**src/design/tec_pkg.sv**
```systemverilog
// package for the 16-bit timer/event counter: offsets, fields, resets, types
// assumes a 10 MHz system clock and the plain register port of the top module
package tec_pkg;
  // register offsets (word index on the plain port)
  localparam logic [3:0] OFS_MODE = 4'h0;
  localparam logic [3:0] OFS_PRESCALE = 4'h1;
  localparam logic [3:0] OFS_PERIOD = 4'h2;
  localparam logic [3:0] OFS_DUTY = 4'h3;
  localparam logic [3:0] OFS_COUNT = 4'h4;
  localparam logic [3:0] OFS_CAPT_A = 4'h5;
  localparam logic [3:0] OFS_CAPT_B = 4'h6;
  localparam logic [3:0] OFS_OUTCTL = 4'h7;
  localparam logic [3:0] OFS_IRQ_STAT = 4'h8;
  localparam logic [3:0] OFS_IRQ_EN = 4'h9;
  localparam logic [3:0] OFS_IRQ_CLR = 4'ha;
  // mode register fields
  localparam int MODE_RUN_LO = 0;
  localparam int MODE_RUN_HI = 1;
  localparam int MODE_FUNC_LO = 2;
  localparam int MODE_EDGE_LO = 4;
  localparam int MODE_PIN_SEL = 6;
  // output control fields
  localparam int OC_INV_EN = 0;
  localparam int OC_OUT_EN = 1;
  localparam int OC_OS_TRIG = 2;
  // irq status bits
  localparam int IRQ_DUTY = 0;
  localparam int IRQ_PERIOD = 1;
  localparam int IRQ_CAPT_A = 2;
  localparam int IRQ_CAPT_B = 3;
  localparam int IRQ_W = 4;
  // run codes
  localparam logic [1:0] RUN_STOP = 2'h0;
  // reset values
  localparam logic [15:0] RST_16 = 16'h0000;
  localparam logic [7:0] RST_MODE = 8'h00;
  localparam logic [2:0] RST_PRESCALE = 3'h0;
  localparam logic [2:0] RST_OUTCTL = 3'h0;
  localparam logic [IRQ_W-1:0] RST_IRQ = 4'h0;
  localparam int PRE_W = 8;
  localparam logic [PRE_W-1:0] PRE_ONE = 8'h01;
  localparam logic [15:0] CNT_ONE = 16'h0001;
  // timing
  localparam int CLK_NS = 100;

  // functional modes
  typedef enum logic [1:0] {
    FN_FREE  = 2'b00,
    FN_PULSE = 2'b01,
    FN_EVENT = 2'b10,
    FN_ONESHOT = 2'b11
  } tec_func_t;

  // valid edge selections
  typedef enum logic [1:0] {
    EDGE_FALL = 2'b00,
    EDGE_RISE = 2'b01,
    EDGE_NONE = 2'b10,
    EDGE_BOTH = 2'b11
  } tec_edge_t;

  // one-shot sequencer states
  typedef enum logic [1:0] {
    OS_IDLE = 2'b00,
    OS_DELAY = 2'b01,
    OS_PULSE = 2'b10
  } tec_os_t;

  // register bus request
  typedef struct packed {
    logic wr;
    logic rd;
    logic [3:0] addr;
    logic [15:0] wdata;
  } tec_bus_t;

  // edge detector outputs for both pins
  typedef struct packed {
    logic rise_a;
    logic fall_a;
    logic rise_b;
    logic fall_b;
    logic level_a;
  } tec_edges_t;
endpackage

```
**src/design/tec_edge_det.sv**
```systemverilog
// pin synchroniser and edge detector for the two capture inputs
// assumes pins are sampled on clk_in; edges reported only while armed
`timescale 1ns/1ps
module tec_edge_det (
  input wire logic clk_in,
  input wire logic rst_b_in,
  input wire logic run_in,
  input wire logic sample_in,
  input wire logic pin_a_in,
  input wire logic pin_b_in,
  output tec_pkg::tec_edges_t edges_out
);
  logic [1:0] sync_a_r, sync_a_nxt;
  logic [1:0] sync_b_r, sync_b_nxt;
  logic prev_a_r, prev_a_nxt;
  logic prev_b_r, prev_b_nxt;
  logic run_d_r, run_d_nxt;
  logic boot_r, boot_nxt;
  logic restart;

  // next-state: two-stage sync, previous level, reset-seeded history
  always_comb begin
    sync_a_nxt = {sync_a_r[0], pin_a_in};
    sync_b_nxt = {sync_b_r[0], pin_b_in};
    run_d_nxt = run_in;
    boot_nxt = boot_r;
    prev_a_nxt = prev_a_r;
    prev_b_nxt = prev_b_r;
    restart = run_in && !run_d_r && !boot_r;
    if (restart) begin
      // restart: take current level, report nothing on this sample
      prev_a_nxt = sync_a_r[1];
      prev_b_nxt = sync_b_r[1];
    end else if (sample_in) begin
      prev_a_nxt = sync_a_r[1];
      prev_b_nxt = sync_b_r[1];
    end
    if (run_in && sample_in) begin
      boot_nxt = 1'b0;
    end
    edges_out.level_a = sync_a_r[1];
    edges_out.rise_a = run_in && sample_in && !restart && sync_a_r[1] && !prev_a_r;
    edges_out.fall_a = run_in && sample_in && !restart && !sync_a_r[1] && prev_a_r;
    edges_out.rise_b = run_in && sample_in && !restart && sync_b_r[1] && !prev_b_r;
    edges_out.fall_b = run_in && sample_in && !restart && !sync_b_r[1] && prev_b_r;
  end

  // registers; history after reset is low so a high pin shows a rise
  always_ff @(posedge clk_in) begin
    if (!rst_b_in) begin
      sync_a_r <= 2'h0;
      sync_b_r <= 2'h0;
      prev_a_r <= 1'b0;
      prev_b_r <= 1'b0;
      run_d_r <= 1'b0;
      boot_r <= 1'b1;
    end else begin
      sync_a_r <= sync_a_nxt;
      sync_b_r <= sync_b_nxt;
      prev_a_r <= prev_a_nxt;
      prev_b_r <= prev_b_nxt;
      run_d_r <= run_d_nxt;
      boot_r <= boot_nxt;
    end
  end
endmodule

```
**src/design/tec_timer.sv**
```systemverilog
// 16-bit timer/event counter: counter, compares, capture, pulse and one-shot
// assumes synchronous register port and pins synchronous to clk_in (10 MHz)
`timescale 1ns/1ps
// Behaviour
// high pin after reset gives immediate rise
// restart with high pin gives no rise
// shared pin is input b or output
// software keeps duty below period
// pulse period and duty plus one
// software follows duty rewrite sequence
// duty match toggles output when enabled
// duty match sets sticky masked flag
// software sets both capture pins as inputs
// event count read from count register
// no retrigger while one-shot runs
// one-shot trigger bit self-clears, reads zero
// nonzero run code starts counting
// external trigger held over two count clocks
// period match clears count, toggles output
// pins synchronised and sampled per count clock
module tec_timer (
  input wire logic clk_in,
  input wire logic rst_b_in,
  input wire logic [3:0] addr_in,
  input wire logic [15:0] wdata_in,
  input wire logic wr_in,
  input wire logic rd_in,
  output logic [15:0] rdata_out,
  input wire logic trigger_capture_in_a,
  input wire logic shared_port_pin_in,
  output logic unit1_timer_output_out,
  output logic timer_output_oe_out,
  output logic duty_match_irq_out
);
  tec_pkg::tec_bus_t bus;
  tec_pkg::tec_edges_t edg;
  tec_pkg::tec_func_t func;
  tec_pkg::tec_edge_t esel;
  tec_pkg::tec_os_t os_r, os_nxt;
  logic [7:0] mode_r, mode_nxt;
  logic [2:0] pre_r, pre_nxt;
  logic [2:0] oc_r, oc_nxt;
  logic [15:0] period_compare_reg_r, period_nxt;
  logic [15:0] duty_compare_reg_r, duty_nxt;
  logic [15:0] count_value_reg_r, count_nxt;
  logic [15:0] capt_a_r, capt_a_nxt;
  logic [15:0] capt_b_r, capt_b_nxt;
  logic [tec_pkg::IRQ_W-1:0] stat_r, stat_nxt;
  logic [tec_pkg::IRQ_W-1:0] en_r, en_nxt;
  logic [tec_pkg::PRE_W-1:0] div_r, div_nxt;
  logic [15:0] rdata_r, rdata_nxt;
  logic out_r, out_nxt;
  logic oe_r, oe_nxt;
  logic irq_r, irq_nxt;
  logic run, tick, pin_is_out, edge_a, edge_b, trig_os;
  logic duty_hit, per_hit, pulse_go;
  logic [tec_pkg::IRQ_W-1:0] ev;
  logic [tec_pkg::PRE_W-1:0] div_lim;

  // edge selection decode used for both pins
  function automatic logic edge_ok(tec_pkg::tec_edge_t s, logic r, logic f);
    edge_ok = ((s == tec_pkg::EDGE_RISE) && r) || ((s == tec_pkg::EDGE_FALL) && f) ||
              ((s == tec_pkg::EDGE_BOTH) && (r || f));
  endfunction

  assign bus = '{wr: wr_in, rd: rd_in, addr: addr_in, wdata: wdata_in};
  assign run = (mode_r[tec_pkg::MODE_RUN_HI:tec_pkg::MODE_RUN_LO] != tec_pkg::RUN_STOP);
  assign func = tec_pkg::tec_func_t'(mode_r[tec_pkg::MODE_FUNC_LO+1:tec_pkg::MODE_FUNC_LO]);
  assign esel = tec_pkg::tec_edge_t'(mode_r[tec_pkg::MODE_EDGE_LO+1:tec_pkg::MODE_EDGE_LO]);
  // shared pin: output when selected, else second capture source
  assign pin_is_out = mode_r[tec_pkg::MODE_PIN_SEL];

  // prescaler: count clock is clk divided by 2^sel
  always_comb begin
    div_lim = tec_pkg::PRE_W'((tec_pkg::PRE_ONE << pre_r) - tec_pkg::PRE_ONE);
    tick = run && (div_r >= div_lim);
    div_nxt = (!run || tick) ? '0 : tec_pkg::PRE_W'(div_r + tec_pkg::PRE_ONE);
  end

  tec_edge_det u_edge (
    .clk_in(clk_in),
    .rst_b_in(rst_b_in),
    .run_in(run),
    .sample_in(tick),
    .pin_a_in(trigger_capture_in_a),
    .pin_b_in(shared_port_pin_in & ~pin_is_out),
    .edges_out(edg)
  );

  assign edge_a = edge_ok(esel, edg.rise_a, edg.fall_a);
  assign edge_b = !pin_is_out && edge_ok(esel, edg.rise_b, edg.fall_b);
  assign duty_hit = tick && (count_value_reg_r == duty_compare_reg_r);
  assign per_hit = tick && (count_value_reg_r == period_compare_reg_r);
  assign trig_os = bus.wr && (bus.addr == tec_pkg::OFS_OUTCTL) &&
                   bus.wdata[tec_pkg::OC_OS_TRIG] && (func == tec_pkg::FN_ONESHOT);
  // a start into pulse mode opens with the high phase of the period
  assign pulse_go = bus.wr && (bus.addr == tec_pkg::OFS_MODE) &&
                    (bus.wdata[tec_pkg::MODE_RUN_LO +: 2] != tec_pkg::RUN_STOP) &&
                    (bus.wdata[tec_pkg::MODE_FUNC_LO +: 2] == tec_pkg::FN_PULSE);

  // counter, output flip-flop and one-shot sequencer
  always_comb begin
    count_nxt = count_value_reg_r;
    out_nxt = out_r;
    os_nxt = os_r;
    if (!run) begin
      count_nxt = tec_pkg::RST_16;
      os_nxt = tec_pkg::OS_IDLE;
      out_nxt = pulse_go; // idle low, high duty+1 counts first
    end else begin
      unique case (func)
        tec_pkg::FN_EVENT: begin
          if (edge_a) begin
            count_nxt = count_value_reg_r + tec_pkg::CNT_ONE;
          end
        end
        tec_pkg::FN_PULSE: begin
          if (per_hit) begin
            count_nxt = tec_pkg::RST_16;
            out_nxt = ~out_r;
          end else if (tick) begin
            count_nxt = count_value_reg_r + tec_pkg::CNT_ONE;
          end
          if (duty_hit && oc_r[tec_pkg::OC_INV_EN] && !per_hit) begin
            out_nxt = ~out_r;
          end
        end
        tec_pkg::FN_ONESHOT: begin
          unique case (os_r)
            tec_pkg::OS_IDLE: begin
              if (trig_os || edge_a) begin
                count_nxt = tec_pkg::RST_16;
                os_nxt = tec_pkg::OS_DELAY;
              end
            end
            tec_pkg::OS_DELAY: begin
              if (tick) begin
                count_nxt = count_value_reg_r + tec_pkg::CNT_ONE;
              end
              if (duty_hit) begin
                out_nxt = 1'b1;
                os_nxt = tec_pkg::OS_PULSE;
              end
            end
            tec_pkg::OS_PULSE: begin
              if (tick) begin
                count_nxt = count_value_reg_r + tec_pkg::CNT_ONE;
              end
              if (per_hit) begin
                out_nxt = 1'b0;
                os_nxt = tec_pkg::OS_IDLE;
              end
            end
            default: begin
              os_nxt = tec_pkg::OS_IDLE;
            end
          endcase
        end
        tec_pkg::FN_FREE: begin
          if (tick) begin
            count_nxt = count_value_reg_r + tec_pkg::CNT_ONE;
          end
        end
      endcase
    end
    oe_nxt = pin_is_out && oc_r[tec_pkg::OC_OUT_EN];
  end

  // capture in free-running mode: pin a edge into capture a, pin b edge into capture b
  always_comb begin
    capt_a_nxt = capt_a_r;
    capt_b_nxt = capt_b_r;
    if (func == tec_pkg::FN_FREE && edge_a) begin
      capt_a_nxt = count_value_reg_r;
    end
    if (func == tec_pkg::FN_FREE && edge_b) begin
      capt_b_nxt = count_value_reg_r;
    end
  end

  // register writes; trigger bit is never stored
  always_comb begin
    mode_nxt = mode_r;
    pre_nxt = pre_r;
    oc_nxt = oc_r;
    period_nxt = period_compare_reg_r;
    duty_nxt = duty_compare_reg_r;
    en_nxt = en_r;
    if (bus.wr) begin
      unique case (bus.addr)
        tec_pkg::OFS_MODE: mode_nxt = bus.wdata[7:0];
        tec_pkg::OFS_PRESCALE: pre_nxt = bus.wdata[2:0];
        tec_pkg::OFS_PERIOD: period_nxt = bus.wdata;
        tec_pkg::OFS_DUTY: duty_nxt = bus.wdata;
        tec_pkg::OFS_OUTCTL: oc_nxt = {1'b0, bus.wdata[1:0]};
        tec_pkg::OFS_IRQ_EN: en_nxt = bus.wdata[tec_pkg::IRQ_W-1:0];
        default: ;
      endcase
    end
  end

  // sticky status: set wins over clear
  always_comb begin
    ev = '0;
    ev[tec_pkg::IRQ_DUTY] = duty_hit && run;
    ev[tec_pkg::IRQ_PERIOD] = per_hit && run;
    ev[tec_pkg::IRQ_CAPT_A] = edge_a && func == tec_pkg::FN_FREE;
    ev[tec_pkg::IRQ_CAPT_B] = edge_b && func == tec_pkg::FN_FREE;
    stat_nxt = stat_r;
    if (bus.wr && bus.addr == tec_pkg::OFS_IRQ_CLR) begin
      stat_nxt = stat_r & ~bus.wdata[tec_pkg::IRQ_W-1:0];
    end
    stat_nxt = stat_nxt | ev;
    irq_nxt = |(stat_nxt & en_nxt);
  end

  // read mux; unmapped and write-only offsets read zero
  always_comb begin
    rdata_nxt = '0;
    if (bus.rd) begin
      unique case (bus.addr)
        tec_pkg::OFS_MODE: rdata_nxt = {8'h00, mode_r};
        tec_pkg::OFS_PRESCALE: rdata_nxt = {13'h0000, pre_r};
        tec_pkg::OFS_PERIOD: rdata_nxt = period_compare_reg_r;
        tec_pkg::OFS_DUTY: rdata_nxt = duty_compare_reg_r;
        tec_pkg::OFS_COUNT: rdata_nxt = count_value_reg_r;
        tec_pkg::OFS_CAPT_A: rdata_nxt = capt_a_r;
        tec_pkg::OFS_CAPT_B: rdata_nxt = capt_b_r;
        tec_pkg::OFS_OUTCTL: rdata_nxt = {13'h0000, oc_r};
        tec_pkg::OFS_IRQ_STAT: rdata_nxt = {12'h000, stat_r};
        tec_pkg::OFS_IRQ_EN: rdata_nxt = {12'h000, en_r};
        default: rdata_nxt = '0;
      endcase
    end
  end

  // register all state
  always_ff @(posedge clk_in) begin
    if (!rst_b_in) begin
      mode_r <= tec_pkg::RST_MODE;
      pre_r <= tec_pkg::RST_PRESCALE;
      oc_r <= tec_pkg::RST_OUTCTL;
      period_compare_reg_r <= tec_pkg::RST_16;
      duty_compare_reg_r <= tec_pkg::RST_16;
      count_value_reg_r <= tec_pkg::RST_16;
      capt_a_r <= tec_pkg::RST_16;
      capt_b_r <= tec_pkg::RST_16;
      stat_r <= tec_pkg::RST_IRQ;
      en_r <= tec_pkg::RST_IRQ;
      div_r <= '0;
      rdata_r <= tec_pkg::RST_16;
      out_r <= 1'b0;
      oe_r <= 1'b0;
      irq_r <= 1'b0;
      os_r <= tec_pkg::OS_IDLE;
    end else begin
      mode_r <= mode_nxt;
      pre_r <= pre_nxt;
      oc_r <= oc_nxt;
      period_compare_reg_r <= period_nxt;
      duty_compare_reg_r <= duty_nxt;
      count_value_reg_r <= count_nxt;
      capt_a_r <= capt_a_nxt;
      capt_b_r <= capt_b_nxt;
      stat_r <= stat_nxt;
      en_r <= en_nxt;
      div_r <= div_nxt;
      rdata_r <= rdata_nxt;
      out_r <= out_nxt;
      oe_r <= oe_nxt;
      irq_r <= irq_nxt;
      os_r <= os_nxt;
    end
  end

  assign rdata_out = rdata_r;
  assign unit1_timer_output_out = out_r;
  assign timer_output_oe_out = oe_r;
  assign duty_match_irq_out = irq_r;
endmodule

```
**config.mk**
```make
export PLATFORM = sky130hd
export DESIGN_NAME = tec_timer
export DESIGN_NICKNAME = d
export VERILOG_FILES = /design/src/design/tec_pkg.sv /design/src/design/tec_edge_det.sv /design/src/design/tec_timer.sv
export SDC_FILE = /design/constraint.sdc
export NUM_CORES = 1
export LEC_CHECK = 0
export BUFFER_PORTS_ARGS = -buffer_cell sky130_fd_sc_hd__clkbuf_2
export CORE_UTILIZATION = 60
export DETAILED_ROUTE_END_ITERATION = 8
export PLACE_DENSITY = 0.91
export SLEW_MARGIN = 20
export SYNTH_ARGS = -nofsm -noshare
export SYNTH_HDL_FRONTEND = slang
export SYNTH_SLANG_ARGS = --single-unit
```
**constraint.sdc**
```tcl
create_clock -name clk_in -period 4.42 [get_ports clk_in]
set_input_delay 0.442 -clock clk_in [delete_from_list [all_inputs] [get_ports clk_in]]
set_output_delay 0.442 -clock clk_in [all_outputs]
set_load 0.01 [all_outputs]
```
# Word level (Yosys, flattened, before mapping)
# Cells that the tools add are included.
# W data, S select, Z words.
[totals]
memories = 0
out_inout_bits = 19
regBits = 138
wordCells = 165
romBits = 0
inputBits = 26
ram_bits = 0
latch_bits = 0
[classes]
n_shift = 1
n_lt_le_gt_ge = 1
div = 0
n_eq_ne = 31
add_sub_neg = 3
n_mux = 25
mul = 0
n_bitwise = 8
reduce_logical = 74
[op_table]
columns = ["operator", "n"]
rows = [
  ["$pmux W16 S10", 1],
  ["$mux W16", 4],
  ["$pmux W16 S4", 1],
  ["$logic_and A1 B1 Y1", 36],
  ["$eq A16 B16 Y1", 2],
  ["$pmux W16 S2", 1],
  ["$add A16 B1 Y16 const B", 1],
  ["$eq A4 B3 Y1 const B", 4],
  ["$reduce_and A2 Y1", 7],
  ["$eq A4 B4 Y1 const B", 3],
  ["$mux W4", 3],
  ["$ne A4 B4 Y1 const B", 3],
  ["$logic_not A1 Y1", 10],
  ["$mux W1", 9],
  ["$add A8 B1 Y8 const B", 1],
  ["$and A4 B4 Y4", 2],
  ["$eq A2 B1 Y1 const B", 4],
  ["$eq A2 B2 Y1 const B", 4],
  ["$eq A4 B2 Y1 const B", 2],
  ["$ge A8 B8 Y1", 1],
  ["$logic_or A1 B1 Y1", 8],
  ["$ne A2 B2 Y1 const B", 4],
  ["$shl A1 B3 Y8 const A", 1],
  ["$sub A8 B1 Y8 const B", 1],
  ["other kinds (20)", 30],
]

# Logic depth before layout (Yosys ltp)
# Gate-level depths: netlist of run 1.
[logic_depth]
word_depth = 16
mapped_depth = 12
mapped_depth_nobuf = 9

# Cells and area by module
# A second synthesis of run 1 with hierarchy kept.
[unflattened]
cells_unflattened = 798
hier_area_um2 = 6796.5
[by_module_without_submodules]
columns = ["mod", "area_each_um2", "cells_per_inst", "n_inst", "seq_area_each_um2"]
rows = [
  ["tec_timer", 6478.7, 767, 1, 2602.5],
  ["tec_edge_det", 317.8, 31, 1, 160.2],
]

# Least setup slack after synthesis of run 1
# Ideal clock, no wire load.
[synth_timing]
kind = "register to register"
start = "reg pre_r[2]"
end = "reg capt_b_r[13]"
path_buffers = 3
t_arrival_ns = 2.587
slack_ns = 1.717
setup_time_ns = 0.116
period_less_slack_ns = 2.703
stages_incl_launch_ff = 13
cell_sequence = "dfxtp_1 > clkbuf_1 > or3_1 > ha_1 > and3_1 > o21ai_0 > a211o_2 > and2_4 > nor3_2 > buf_4 > buf_6 > mux2i_1 > nor2b_1"
[synth_via]
elab_chain_len = 13
elab_cells_between_ends = 18
cone_classes = "add/sub: 1; order compare: 1; shift: 1; reduce/logical: 15"
[synth_rtl]
columns = ["element", "line", "source"]
rows = [
  ["start: declaration", "tec_timer.sv:41", "logic [2:0] pre_r, pre_nxt;"],
  ["start signal: assignment", "tec_timer.sv:241", "pre_r <= tec_pkg::RST_PRESCALE;"],
  ["start signal: assignment", "tec_timer.sv:258", "pre_r <= pre_nxt;"],
  ["$shl A1 B3 Y8 (*)", "tec_timer.sv:75", "div_lim = tec_pkg::PRE_W'((tec_pkg::PRE_ONE << pre_r) - tec_pkg::PRE_ONE);"],
  ["$sub A8 B1 Y8 (*)", "tec_timer.sv:75", ""],
  ["$ge A8 B8 Y1 (*)", "tec_timer.sv:76", "tick = run && (div_r >= div_lim);"],
  ["$logic_and A1 B1 Y1 (*)", "tec_timer.sv:76", ""],
  ["$logic_and A1 B1 Y1 (*) (2 in a row)", "tec_edge_det.sv:44, tec_edge_det.sv:45", ""],
  ["$logic_and A1 B1 Y1, on equally long branches (2 in a row)", "tec_edge_det.sv:44, tec_edge_det.sv:45", ""],
  ["$logic_and A1 B1 Y1 / $logic_or A1 B1 Y1 (equally long branches)", "tec_timer.sv:62, tec_timer.sv:63", ""],
  ["$logic_or A1 B1 Y1 / $logic_and A1 B1 Y1 (equally long branches)", "tec_timer.sv:62, tec_timer.sv:63", ""],
  ["$logic_or A1 B1 Y1 (*)", "tec_timer.sv:62", "edge_ok = ((s == tec_pkg::EDGE_RISE) && r) || ((s == tec_pkg::EDGE_FALL) && f) ||"],
  ["$logic_and A1 B1 Y1 (*)", "tec_timer.sv:91", "assign edge_b = !pin_is_out && edge_ok(esel, edg.rise_b, edg.fall_b);"],
  ["$logic_and A1 B1 Y1 (*)", "tec_timer.sv:176", "if (func == tec_pkg::FN_FREE && edge_b) begin"],
  ["end signal: assignment", "tec_timer.sv:247", "capt_b_r <= tec_pkg::RST_16;"],
  ["end signal: assignment", "tec_timer.sv:264", "capt_b_r <= capt_b_nxt;"],
  ["end: declaration", "tec_timer.sv:47", "logic [15:0] capt_b_r, capt_b_nxt;"],
]
# Every way passes the cells marked *; elsewhere a longest branch is shown, timed or not.
# A chain may end at the register's enable or synchronous reset.

# Worst setup path after layout of run 1
[layout_timing]
start = "reg pre_r[1]"
end = "reg capt_b_r[15]"
# The elaborated chain is that of the path after synthesis.

==> impl_metrics.ini, run 1 <==
[die]
fp.coreArea_sq_um = 11030
start_util = 0.6242
die_h_um = 109.1
core.rowCount = 38
die_x_um = 109.1
dieArea_sq_um = 11910
ios = 45

[final_layout]
multi_input_area_sq_um = 3837
fin_nets = 830
fill_cells = 769
regArea_sq_um = 2763
syn_to_final_growth_pct = 12.01
layout_common_cells = 138 x dfxtp_1, 112 x nand2_1, 47 x a21boi_0
final_common_cell = dfxtp_1
final_layout_size_suffix_gt1_frac = 0.1333
antenna_cells = 0

[timing]
slew_headroom = 0.3318
fin_crit_ns = 3.439
fin_crit_sh = 0.7780
finalHoldViolCount = 0
worst-slew-pin-transition_ns = 0.9985
setup_violations = 0
final_max_slew_viol_count = 0
grt_setup_unrepaired = false
holdWs_ns = 0.2258
setup-tns-final_ns = 0
fin_skew_ns = 0.008594
fmax_ghz = 0.2908

[worst_setup_path]
path_max_fanout = 13
crit_slowest_cell = nor3_4
ff2ff_setup_slack_ns = 0.98
cp_top_family = simple AND/OR/NAND/NOR gates
end_kind = register
required_ns = 4.73
rr_endpoint = capt_b_r[15]$_SDFFE_PN0P_
slowest_delay_ns = 0.76
crit_buf_inv = 1
rr_startpoint = pre_r[1]$_SDFFE_PN0P_
crit_type = reg -> reg
critPathLaunchType = register
worstPathArrival_ns = 3.75
reg2reg_depth = 10
crit_chain = or3_1 -> ha_1 -> and3_1 -> o21ai_0 -> a211o_2 -> and2_4 -> nor3_4 -> buf_4 -> mux2i_1 -> nor2b_1

[place]
portBuffers = 44
hpwlAfterDp_um = 12570
place_congestion = 0.9316

[global_route]
grt_pass1_wl_um = 30870
grt_use_total = 0.3421
grt_pass1_vias = 6010
antenna_found_initial = 0
grt_max_degree = 98
grt_overflow_total = 0

[synth]
synth-seq-cells = 138
async_reset_ff_frac = 0
synth_nets = 820
synthesis.area_sq_um = 6885
synth_seq_area_share = 0.4012
yosysWarnings = 0
synthCells = 780
synth-main-ff-cell = dfxtp_1
postSynthAreaPerCell_sq_um = 8.827
yosysUniqueCellTypes = 72
synth_edf_count = 0

[pwr]
p_int_mw = 2.257
power_switching_mw = 0.6291
power.total_mw = 2.886
seq_power_share = 0.437
clkPwrFrac = 0.522
swShare = 0.2180
p_comb_frac = 0.041
power.leakage_nw = 2.776
p_per_area_nw_per_um2 = 374.2
peakVddDrop_mv = 0.2626

[clock_network]
cts_buffer_depth = 2
numCtsBuffers = 17
cts_sinks = 138
clk-insertion-delay-late_ns = 0.42
path_clk_slew_ns = 0.06
cts_hold_buf = 0
tritoncts = yes
post-cts-setup-buffer-count = 0
cts_root_buf = clkbuf_16
ctsResizeCount = 0
htreeDepth = 4

[routing]
via_per_inst = 6.545
dr.pass1.iters = 6
drtIter0Drc = 906
wire_per_inst_um = 20.29
wirelength_um = 19130
via_count = 6172
drtAntennaViolNets = 0
route.detailed.drc = 0

[min_path]
holdCritStartpoint = shared_port_pin_in
hold_path_end = u_edge.sync_b_r[0]$_SDFF_PN0_
hold_path_depth = 3
hold_class = in -> reg

[run]
cap_violations = 0

[status]
status = finished clean
==> routing by layer <==
layer,part of all wire,GRT usage,vias up
li1,-,-,2768
met1,0.39,0.4365,2905
met2,0.46,0.5332,404
met3,0.11,0.07830,95
met4,0.044,0.1882,0
met5,0,0,-
==> final cells by class <==
type	instances	area share
clock buffers	23	0.06457
clock inverters	9	0.01768
inverters	10	0.004867
multi-input cells	573	0.4976
flip-flops and latches	138	0.3582
well taps	140	0.02271
repair buffers	50	0.03439
==> power groups by stage <==
stage	logic (mW)	clock network, mW	registers, mW
detailed placement	0.112	0	1.29
CTS	0.114	1.50	1.26
floorplan	0.0772	0	1.28
global placement	0.108	0	1.29
global route	0.126	1.56	1.26
finish	0.118	1.51	1.26
==> how the worst max path moves through the flow <==
stage | start | to | slack (ns) | cells after the start
global route | pre_r[1]$_SDFFE_PN0P_ | capt_b_r[10]$_SDFFE_PN0P_ | 0.85 | 10
CTS | pre_r[1]$_SDFFE_PN0P_ | capt_b_r[15]$_SDFFE_PN0P_ | 1.05 | 10
global placement | pre_r[1]$_SDFFE_PN0P_ | capt_b_r[15]$_SDFFE_PN0P_ | 1.19 | 10
detailed placement | pre_r[1]$_SDFFE_PN0P_ | capt_b_r[11]$_SDFFE_PN0P_ | 1.11 | 10
finish | pre_r[1]$_SDFFE_PN0P_ | capt_b_r[15]$_SDFFE_PN0P_ | 0.98 | 10
floorplan | pre_r[2]$_SDFFE_PN0P_ | capt_b_r[13]$_SDFFE_PN0P_ | 1.72 | 12
==> sequential cells by signal, indices dropped and copies added (netlist names) <==
signal and flops:
os_r 2, u_edge.sync_b_r 2, div_r 8, stat_r 4, capt_a_r 16, duty_match_irq_out 1
u_edge.prev_b_r 1, u_edge.prev_a_r 1, u_edge.boot_r 1, capt_b_r 16, rdata_out 16, mode_r 8
u_edge.sync_a_r 2, en_r 4, unit1_timer_output_out 1, oc_r 2, count_value_reg_r 16, period_compare_reg_r 16
pre_r 3, timer_output_oe_out 1, u_edge.run_d_r 1, duty_compare_reg_r 16
==> Yosys cell counts (all sizes together), types with 6 or more instances <==
| cell | instances | area share |
|---|---|---|
| a21boi | 47 | 0.051 |
| a21oi | 15 | 0.011 |
| a22oi | 33 | 0.036 |
| a31oi | 18 | 0.019 |
| and2 | 9 | 0.0085 |
| and3 | 9 | 0.0082 |
| buf | 16 | 0.013 |
| clkbuf | 43 | 0.024 |
| dfxtp | 138 | 0.40 |
| ha | 14 | 0.025 |
| inv | 9 | 0.0049 |
| mux2i | 42 | 0.061 |
| nand2 | 112 | 0.061 |
| nand2b | 6 | 0.0055 |
| nand3 | 33 | 0.024 |
| nand4 | 8 | 0.0073 |
| nor2 | 42 | 0.023 |
| nor2b | 45 | 0.041 |
| nor3 | 11 | 0.0094 |
| nor4 | 6 | 0.0076 |
| o21ai | 20 | 0.016 |
| xnor2 | 19 | 0.024 |
| xor2 | 30 | 0.038 |
==> tightest hold or removal path, delay by kind of cell <==
kind,cells,cell delay [ns]
AND/OR/NAND/NOR,2,0.09
buffers and inverters,1,0.08
==> kinds of logic (layout without fill, tap and decap cells) <==
logic type / Yosys count / after routing / synth area share
AOI/OAI and AO/OA: 169 / 169 / 0.1883
xor gates and xnor gates: 49 / 49 / 0.06233
adders and majority gates: 14 / 14 / 0.02544
buffers and inverters: 69 / 92 / 0.04270
DFF: 138 / 138 / 0.4012
muxes: 43 / 43 / 0.06269
other: 1 / 1 / 0.0005446
and+or+nand+nor: 297 / 297 / 0.2168
==> per-stage QoR <==
stage	utilization	setup slack, ns	instance area (sq um)	std cells
floorplan	-	1.717	6885	780
global placement	0.6414	1.190	7076	911
detailed placement	0.6414	1.112	7076	911
CTS	0.6990	1.052	7710	943
global route	0.6992	0.8487	7712	943
finish	0.6992	0.9813	7712	943
(Power assumes the default switching activity.)
==> run 2, diff against run 1 <==
- ABC_AREA: default -> 1
- CORE_UTILIZATION: 60 -> 55
- PLACE_DENSITY: 0.91 -> 0.88
- clock period: 4.42 -> 3.1 ns (I/O delays scaled with it)
==> run 2 against run 1 <==
- the flow now finishes with violations (design-rule violations)
- wire length shrank 2.0%
- global-route usage shrank 3.4 points
- worst setup slack lost 0.56 ns
- non-clock buffer count grew 4
- cell count grew 20%
- cell area shrank 0.67%
- area after synthesis shrank 2.0%
==> impl_metrics.ini, run 2 <==
[place]
place_area_sq_um = 7036
dp_slack_ns = 0.5183
place_congestion = 0.9380
hpwlAfterDp_um = 13080
portBuffers = 44

[worst_setup_path]
rr_startpoint = pre_r[1]$_SDFFE_PN0P_
ff2ff_setup_slack_ns = 0.43
end_kind = register
path_max_fanout = 20
crit_slowest_cell = nand3_1
rr_endpoint = capt_b_r[9]$_SDFFE_PN0P_
worstPathArrival_ns = 2.98
worstSetupEndpoint = capt_b_r[9]$_SDFFE_PN0P_
reg2reg_depth = 15
slowest_delay_ns = 0.46
critPathLaunchType = register
crit_start = pre_r[1]$_SDFFE_PN0P_
crit_chain = nor2_1 -> nand2_1 -> ha_1 -> nand2_1 -> nor2_1 -> nor2_1 -> nand2_1 -> nand2_1 -> nand2_2 -> nand2_4 -> nor2_4 -> nand3_1 -> buf_12 -> a21oi_1 -> nor2_1
required_ns = 3.40
crit_type = reg -> reg

[routing]
dr_wl_met2_um = 8215
top_layer = met4
dr.pass1.iters = 8
wire_per_inst_um = 16.53
drtIter0Drc = 1113
met3_length_um = 2082
via_count = 6635
wl_met1_um = 7775
route.detailed.drc = 1
drtAntennaViolNets = 0
via_per_inst = 5.846
wirelength_um = 18760

[min_path]
holdCritStartpoint = trigger_capture_in_a
hold_class = in -> reg

[final_layout]
layout_common_cells = 170 x nand2_1, 138 x dfxtp_1, 128 x nor2_1
antenna_cells = 0
multi_input_area_sq_um = 3386
final_common_cell = nand2_1
fill_cells = 979
syn_to_final_growth_pct = 13.56
fin_nets = 1015
fin_area_sq_um = 7661
regArea_sq_um = 2763
final_layout_size_suffix_gt1_frac = 0.1306

[clock_network]
path_clk_slew_ns = 0.06
ctsResizeCount = 0
post-cts-setup-buffer-count = 0
numCtsBuffers = 17
cts_sinks = 138
htreeDepth = 4
cts_buffer_depth = 2
tritoncts = yes
cts_root_buf = clkbuf_16
cts_hold_buf = 0
clk-insertion-delay-late_ns = 0.43

[status]
violations = design-rule violations
status = finished with violations

[die]
fp.coreArea_sq_um = 11960
die_h_um = 112.8
start_util = 0.5640
ios = 45
die_x_um = 112.8
dieArea_sq_um = 12710
core.rowCount = 40

[timing]
fin_crit_sh = 0.8626
fin_crit_ns = 2.674
finalHoldViolCount = 0
grt_setup_unrepaired = false
fin_skew_ns = 0.007476
slew_headroom = 0.2737
setup-tns-final_ns = 0
fmax_ghz = 0.3740
worst-slew-pin-transition_ns = 1.085
setup_violations = 0
setup_ws_ns = 0.4260
final_max_slew_viol_count = 0

[global_route]
grt_pass1_wl_um = 30490
grt_pass1_vias = 6102
grt_overflow_total = 0
grt_use_total = 0.3078
antenna_found_initial = 0
grt_max_degree = 73

[synth]
synthesis.area_sq_um = 6746
yosysUniqueCellTypes = 45
yosysWarnings = 0
synth_area_leaders = dfxtp_1 41%, nand2_1 9.5%, nor2_1 7.1%
async_reset_ff_frac = 0
synth_seq_area_share = 0.4095
synthCells = 941
synth_nets = 981
synth-seq-cells = 138
yosys.area.top_type = dfxtp_1
synth_top_area_share = 0.4095
postSynthAreaPerCell_sq_um = 7.169
ys_top_cells_by_count = 170 x nand2_1, 138 x dfxtp_1, 128 x nor2_1, 95 x inv_1, 93 x a21oi_1
synth_edf_count = 0
synth-main-ff-cell = dfxtp_1
synth_most_common_cell = nand2_1

[pwr]
clkPwrFrac = 0.519
p_per_area_nw_per_um2 = 544.0
seq_power_share = 0.434
p_comb_frac = 0.047
power.leakage_nw = 3.041
power_switching_mw = 0.9693
p_int_mw = 3.198
power.total_mw = 4.168
swShare = 0.2326
peakVddDrop_mv = 0.3995

[run]
cap_violations = 0
==> run 2: changes by cell type in the layout (fill, tap and decap cells not counted), moves of 11 or more <==
cell / delta
nor2_1: +88
inv_1: +86
a21oi_1: +79
o21ai_0: +74
nand2_1: +58
a21boi_0: -47
nor2b_1: -45
mux2i_1: -42
a22oi_1: -33
xor2_1: -22
a21oi_2: +11
o22ai_1: +11
==> run 2: power groups by stage <==
| stage | Clock [mW] | Combinational (mW) | Sequential, mW |
|---|---|---|---|
| finish | 2.16 | 0.196 | 1.81 |
| global route | 2.24 | 0.216 | 1.81 |
| CTS | 2.16 | 0.191 | 1.81 |
| detailed placement | 0 | 0.189 | 1.85 |
| global placement | 0 | 0.186 | 1.85 |
| floorplan | 0 | 0.123 | 1.84 |
==> run 2: worst min-delay path by stage <==
stage,end,slack [ns],cells past startpoint
2_1_floorplan,u_edge.sync_a_r[1]$_SDFF_PN0_,0.39,2
3_3_place_gp,u_edge.sync_b_r[1]$_SDFF_PN0_,0.40,2
3_5_place_dp,u_edge.sync_b_r[1]$_SDFF_PN0_,0.41,2
4_1_cts,u_edge.sync_a_r[0]$_SDFF_PN0_,0.07,3
5_1_grt,u_edge.sync_a_r[0]$_SDFF_PN0_,0.09,3
6_report,u_edge.sync_a_r[0]$_SDFF_PN0_,0.06,3
==> run 2: cell families after synthesis <==
kind of cell | count (synthesis) | share of synthesized area
compound gates | 245 | 0.2025
xor+xnor | 34 | 0.04414
fa+ha+maj | 14 | 0.02596
buf+inv | 144 | 0.08865
flops | 138 | 0.4095
other cells | 1 | 0.0005558
simple gates | 365 | 0.2287
==> run 2: stage by stage <==
step	hold slack, ns	cells	utilization
after floorplan	0.3905	941	-
after CTS	0.07312	1135	0.6405
after global routing	0.09245	1135	0.6405
final	0.06364	1135	0.6405
after global placement	0.3997	1103	0.5882
after detailed placement	0.4091	1103	0.5882
==> run 2: per-layer routing <==
layer	vias up	GRT usage
li1	3146	-
met1	3000	0.4143
met2	419	0.4658
met3	70	0.06588
met4	0	0.1600
met5	-	0
==> run 2: cell type report <==
type / count / share of cell area
tap: 147 / 0.02401
clock buffer: 18 / 0.05602
multi-input combinational: 659 / 0.4419
sequential: 138 / 0.3606
timing repair buffer: 54 / 0.04018
clock inverter: 14 / 0.02564
inverter: 105 / 0.05161
==> run 2: critical path: cells and delay by family, from the launching register on <==
kind | cells | cell delay (ns)
adders and majority gates | 1 | 0.28
buffers and inverters | 1 | 0.35
AOI/OAI and AO/OA | 1 | 0.17
and+or+nand+nor | 12 | 1.38
DFF | 1 | 0.37
==> run 3, diff against run 2 <==
- clock period: 3.1 -> 2.1 ns (I/O delays scaled with it)
==> run 3 against run 2 <==
- sequential power increased by 48%
- the flow finishes with violations (design-rule violations, negative setup slack)
- largest power group unchanged
- non-clock buffer count increased by 53
- cell area increased by 8.8%
- sequential share of layout area decreased by 2.8 points
==> impl_metrics.ini, run 3 (synthesis results as in run 2) <==
[die]
start_util = 0.5640
die_h_um = 112.8
core.rowCount = 40
dieArea_sq_um = 12710
die_x_um = 112.8
ios = 45
fp.coreArea_sq_um = 11960

[routing]
via_count = 7292
met3_length_um = 2923
dr_wl_met2_um = 9441
wirelength_um = 21940
drtIter0Drc = 1199
wl_met1_um = 8395
top_layer = met4
drtAntennaViolNets = 0
via_per_inst = 6.138
dr.pass1.iters = 9
wire_per_inst_um = 18.46
route.detailed.drc = 1

[worst_setup_path]
worstPathArrival_ns = 2.79
end_kind = register
rr_startpoint = pre_r[1]$_SDFFE_PN0P_
crit_type = reg -> reg
critPathLaunchType = register
required_ns = 2.42
ff2ff_setup_slack_ns = -0.37
path_max_fanout = 9
reg2reg_depth = 17
rr_endpoint = capt_a_r[1]$_SDFFE_PN0P_

[clock_network]
path_clk_slew_ns = 0.06
cts_sinks = 138
cts_buffer_depth = 2
htreeDepth = 4
cts_root_buf = clkbuf_16
clk-insertion-delay-late_ns = 0.44
numCtsBuffers = 17
tritoncts = yes

[timing]
setup_ws_ns = -0.3724
finalHoldViolCount = 0
worst-slew-pin-transition_ns = 0.8055
fin_crit_ns = 2.472
grt_setup_unrepaired = true
final_max_slew_viol_count = 0
fmax_ghz = 0.4045
setup_violations = 53
slew_headroom = 0.4491
fin_skew_ns = 0.01015
fin_crit_sh = 1.177
setup-tns-final_ns = -6.861

[min_path]
hold_class = in -> reg
holdCritStartpoint = shared_port_pin_in
hold_path_end = u_edge.sync_b_r[0]$_SDFF_PN0_
hold_path_depth = 3

[status]
status = finished with violations
violations = design-rule violations, negative setup slack

[run]
cap_violations = 0

[global_route]
grt_use_total = 0.3339
grt_pass1_wl_um = 32840
grt_overflow_total = 0
antenna_found_initial = 0
grt_max_degree = 43
grt_pass1_vias = 6507

[final_layout]
final_layout_size_suffix_gt1_frac = 0.2133
syn_to_final_growth_pct = 23.57
antenna_cells = 0
final_common_cell = nand2_1
fill_cells = 840
fin_nets = 1068
layout_common_cells = 161 x nand2_1, 134 x dfxtp_1, 124 x nor2_1

[pwr]
p_per_area_nw_per_um2 = 703.9
peakVddDrop_mv = 0.5677
power.leakage_nw = 3.332
power.total_mw = 5.868

[place]
dp_slack_ns = -0.1988
portBuffers = 44
place_congestion = 0.9701
hpwlAfterDp_um = 13740
==> run 3: cell types whose count changed in the layout (fill, tap and decap cells not counted), sizes merged <==
cell         previous run  this run
dlygate4sd3             0         1
inv                   103       104
clkbuf                 62        69
clkinv                  9         6
bufinv                  4         1
buf                    10        60
==> run 3: what timing repair did <==
action / CTS / global route
endpoints found under the hold margin: 1 / 0
setup buffers: 3 / 3
resized for setup: 36 / 50
setup endpoints to repair: 54 / 56
pin swaps: 4 / 14
gates cloned: 1 / 2
hold buffers: 1 / 0
==> run 3: worst max path at each step <==
stage                                     start                            endpoint  cells past startpoint
after floorplan           pre_r[1]$_SDFFE_PN0P_  count_value_reg_r[13]$_SDFFE_PN0P_                     19
after detailed placement  pre_r[2]$_SDFFE_PN0P_   count_value_reg_r[7]$_SDFFE_PN0P_                     18
final                     pre_r[1]$_SDFFE_PN0P_            capt_a_r[1]$_SDFFE_PN0P_                     17
after global routing      pre_r[1]$_SDFFE_PN0P_            capt_a_r[1]$_SDFFE_PN0P_                     17
after CTS                 pre_r[1]$_SDFFE_PN0P_           capt_a_r[12]$_SDFFE_PN0P_                     16
after global placement    pre_r[2]$_SDFFE_PN0P_  count_value_reg_r[12]$_SDFFE_PN0P_                     19
==> run 3: worst max-delay path, stage by stage (launching register included) <==
cell and delay [ns]:
dfxtp_4 0.37, nor2_4 0.11, nand2_1 0.06, ha_1 0.27
nand2_1 0.05, nor2_1 0.11, nor2_1 0.06, nand2_1 0.07
nand2_2 0.07, nand2_4 0.08, nand2_4 0.09, nor2_4 0.13
nand2_4 0.08, nor3_4 0.13, buf_6 0.16, buf_12 0.15
o21ai_2 0.06, a21oi_1 0.31
==> run 3: area by class of cell <==
cell class	instances	area, sq um	share of cell area
Timing Repair Buffer	107	785.8	0.09425
Inverter	105	406.6	0.04878
Clock buffer	23	457.9	0.05493
Sequential cell	138	2773	0.3326
Clock inverter	9	92.59	0.01111
Multi-Input combinational cell	659	3637	0.4363
Tap cell	147	183.9	0.02206
==> run 3: stage by stage <==
stage          hold WS, ns  instance area, sq um  std cells    util
2_1_floorplan       0.3076                  6746        941       -
3_3_place_gp        0.3960                  7378       1147  0.6168
3_5_place_dp        0.4038                  7378       1147  0.6168
4_1_cts            0.01391                  8088       1184  0.6762
5_1_grt            0.02492                  8337       1188  0.6970
6_report           0.01126                  8337       1188  0.6970
==> run 3: where the power goes <==
part / switching (mW) / internal [mW]
registers: 0.0241 / 2.64
clock network: 1.18 / 1.66
logic: 0.240 / 0.117
==> run 3: metal layers <==
metal  vias up  global-route usage
met5         -                   0
met4         0              0.1804
met3       140             0.08463
met2       577              0.4889
met1      3320              0.4520
li1       3255                   -
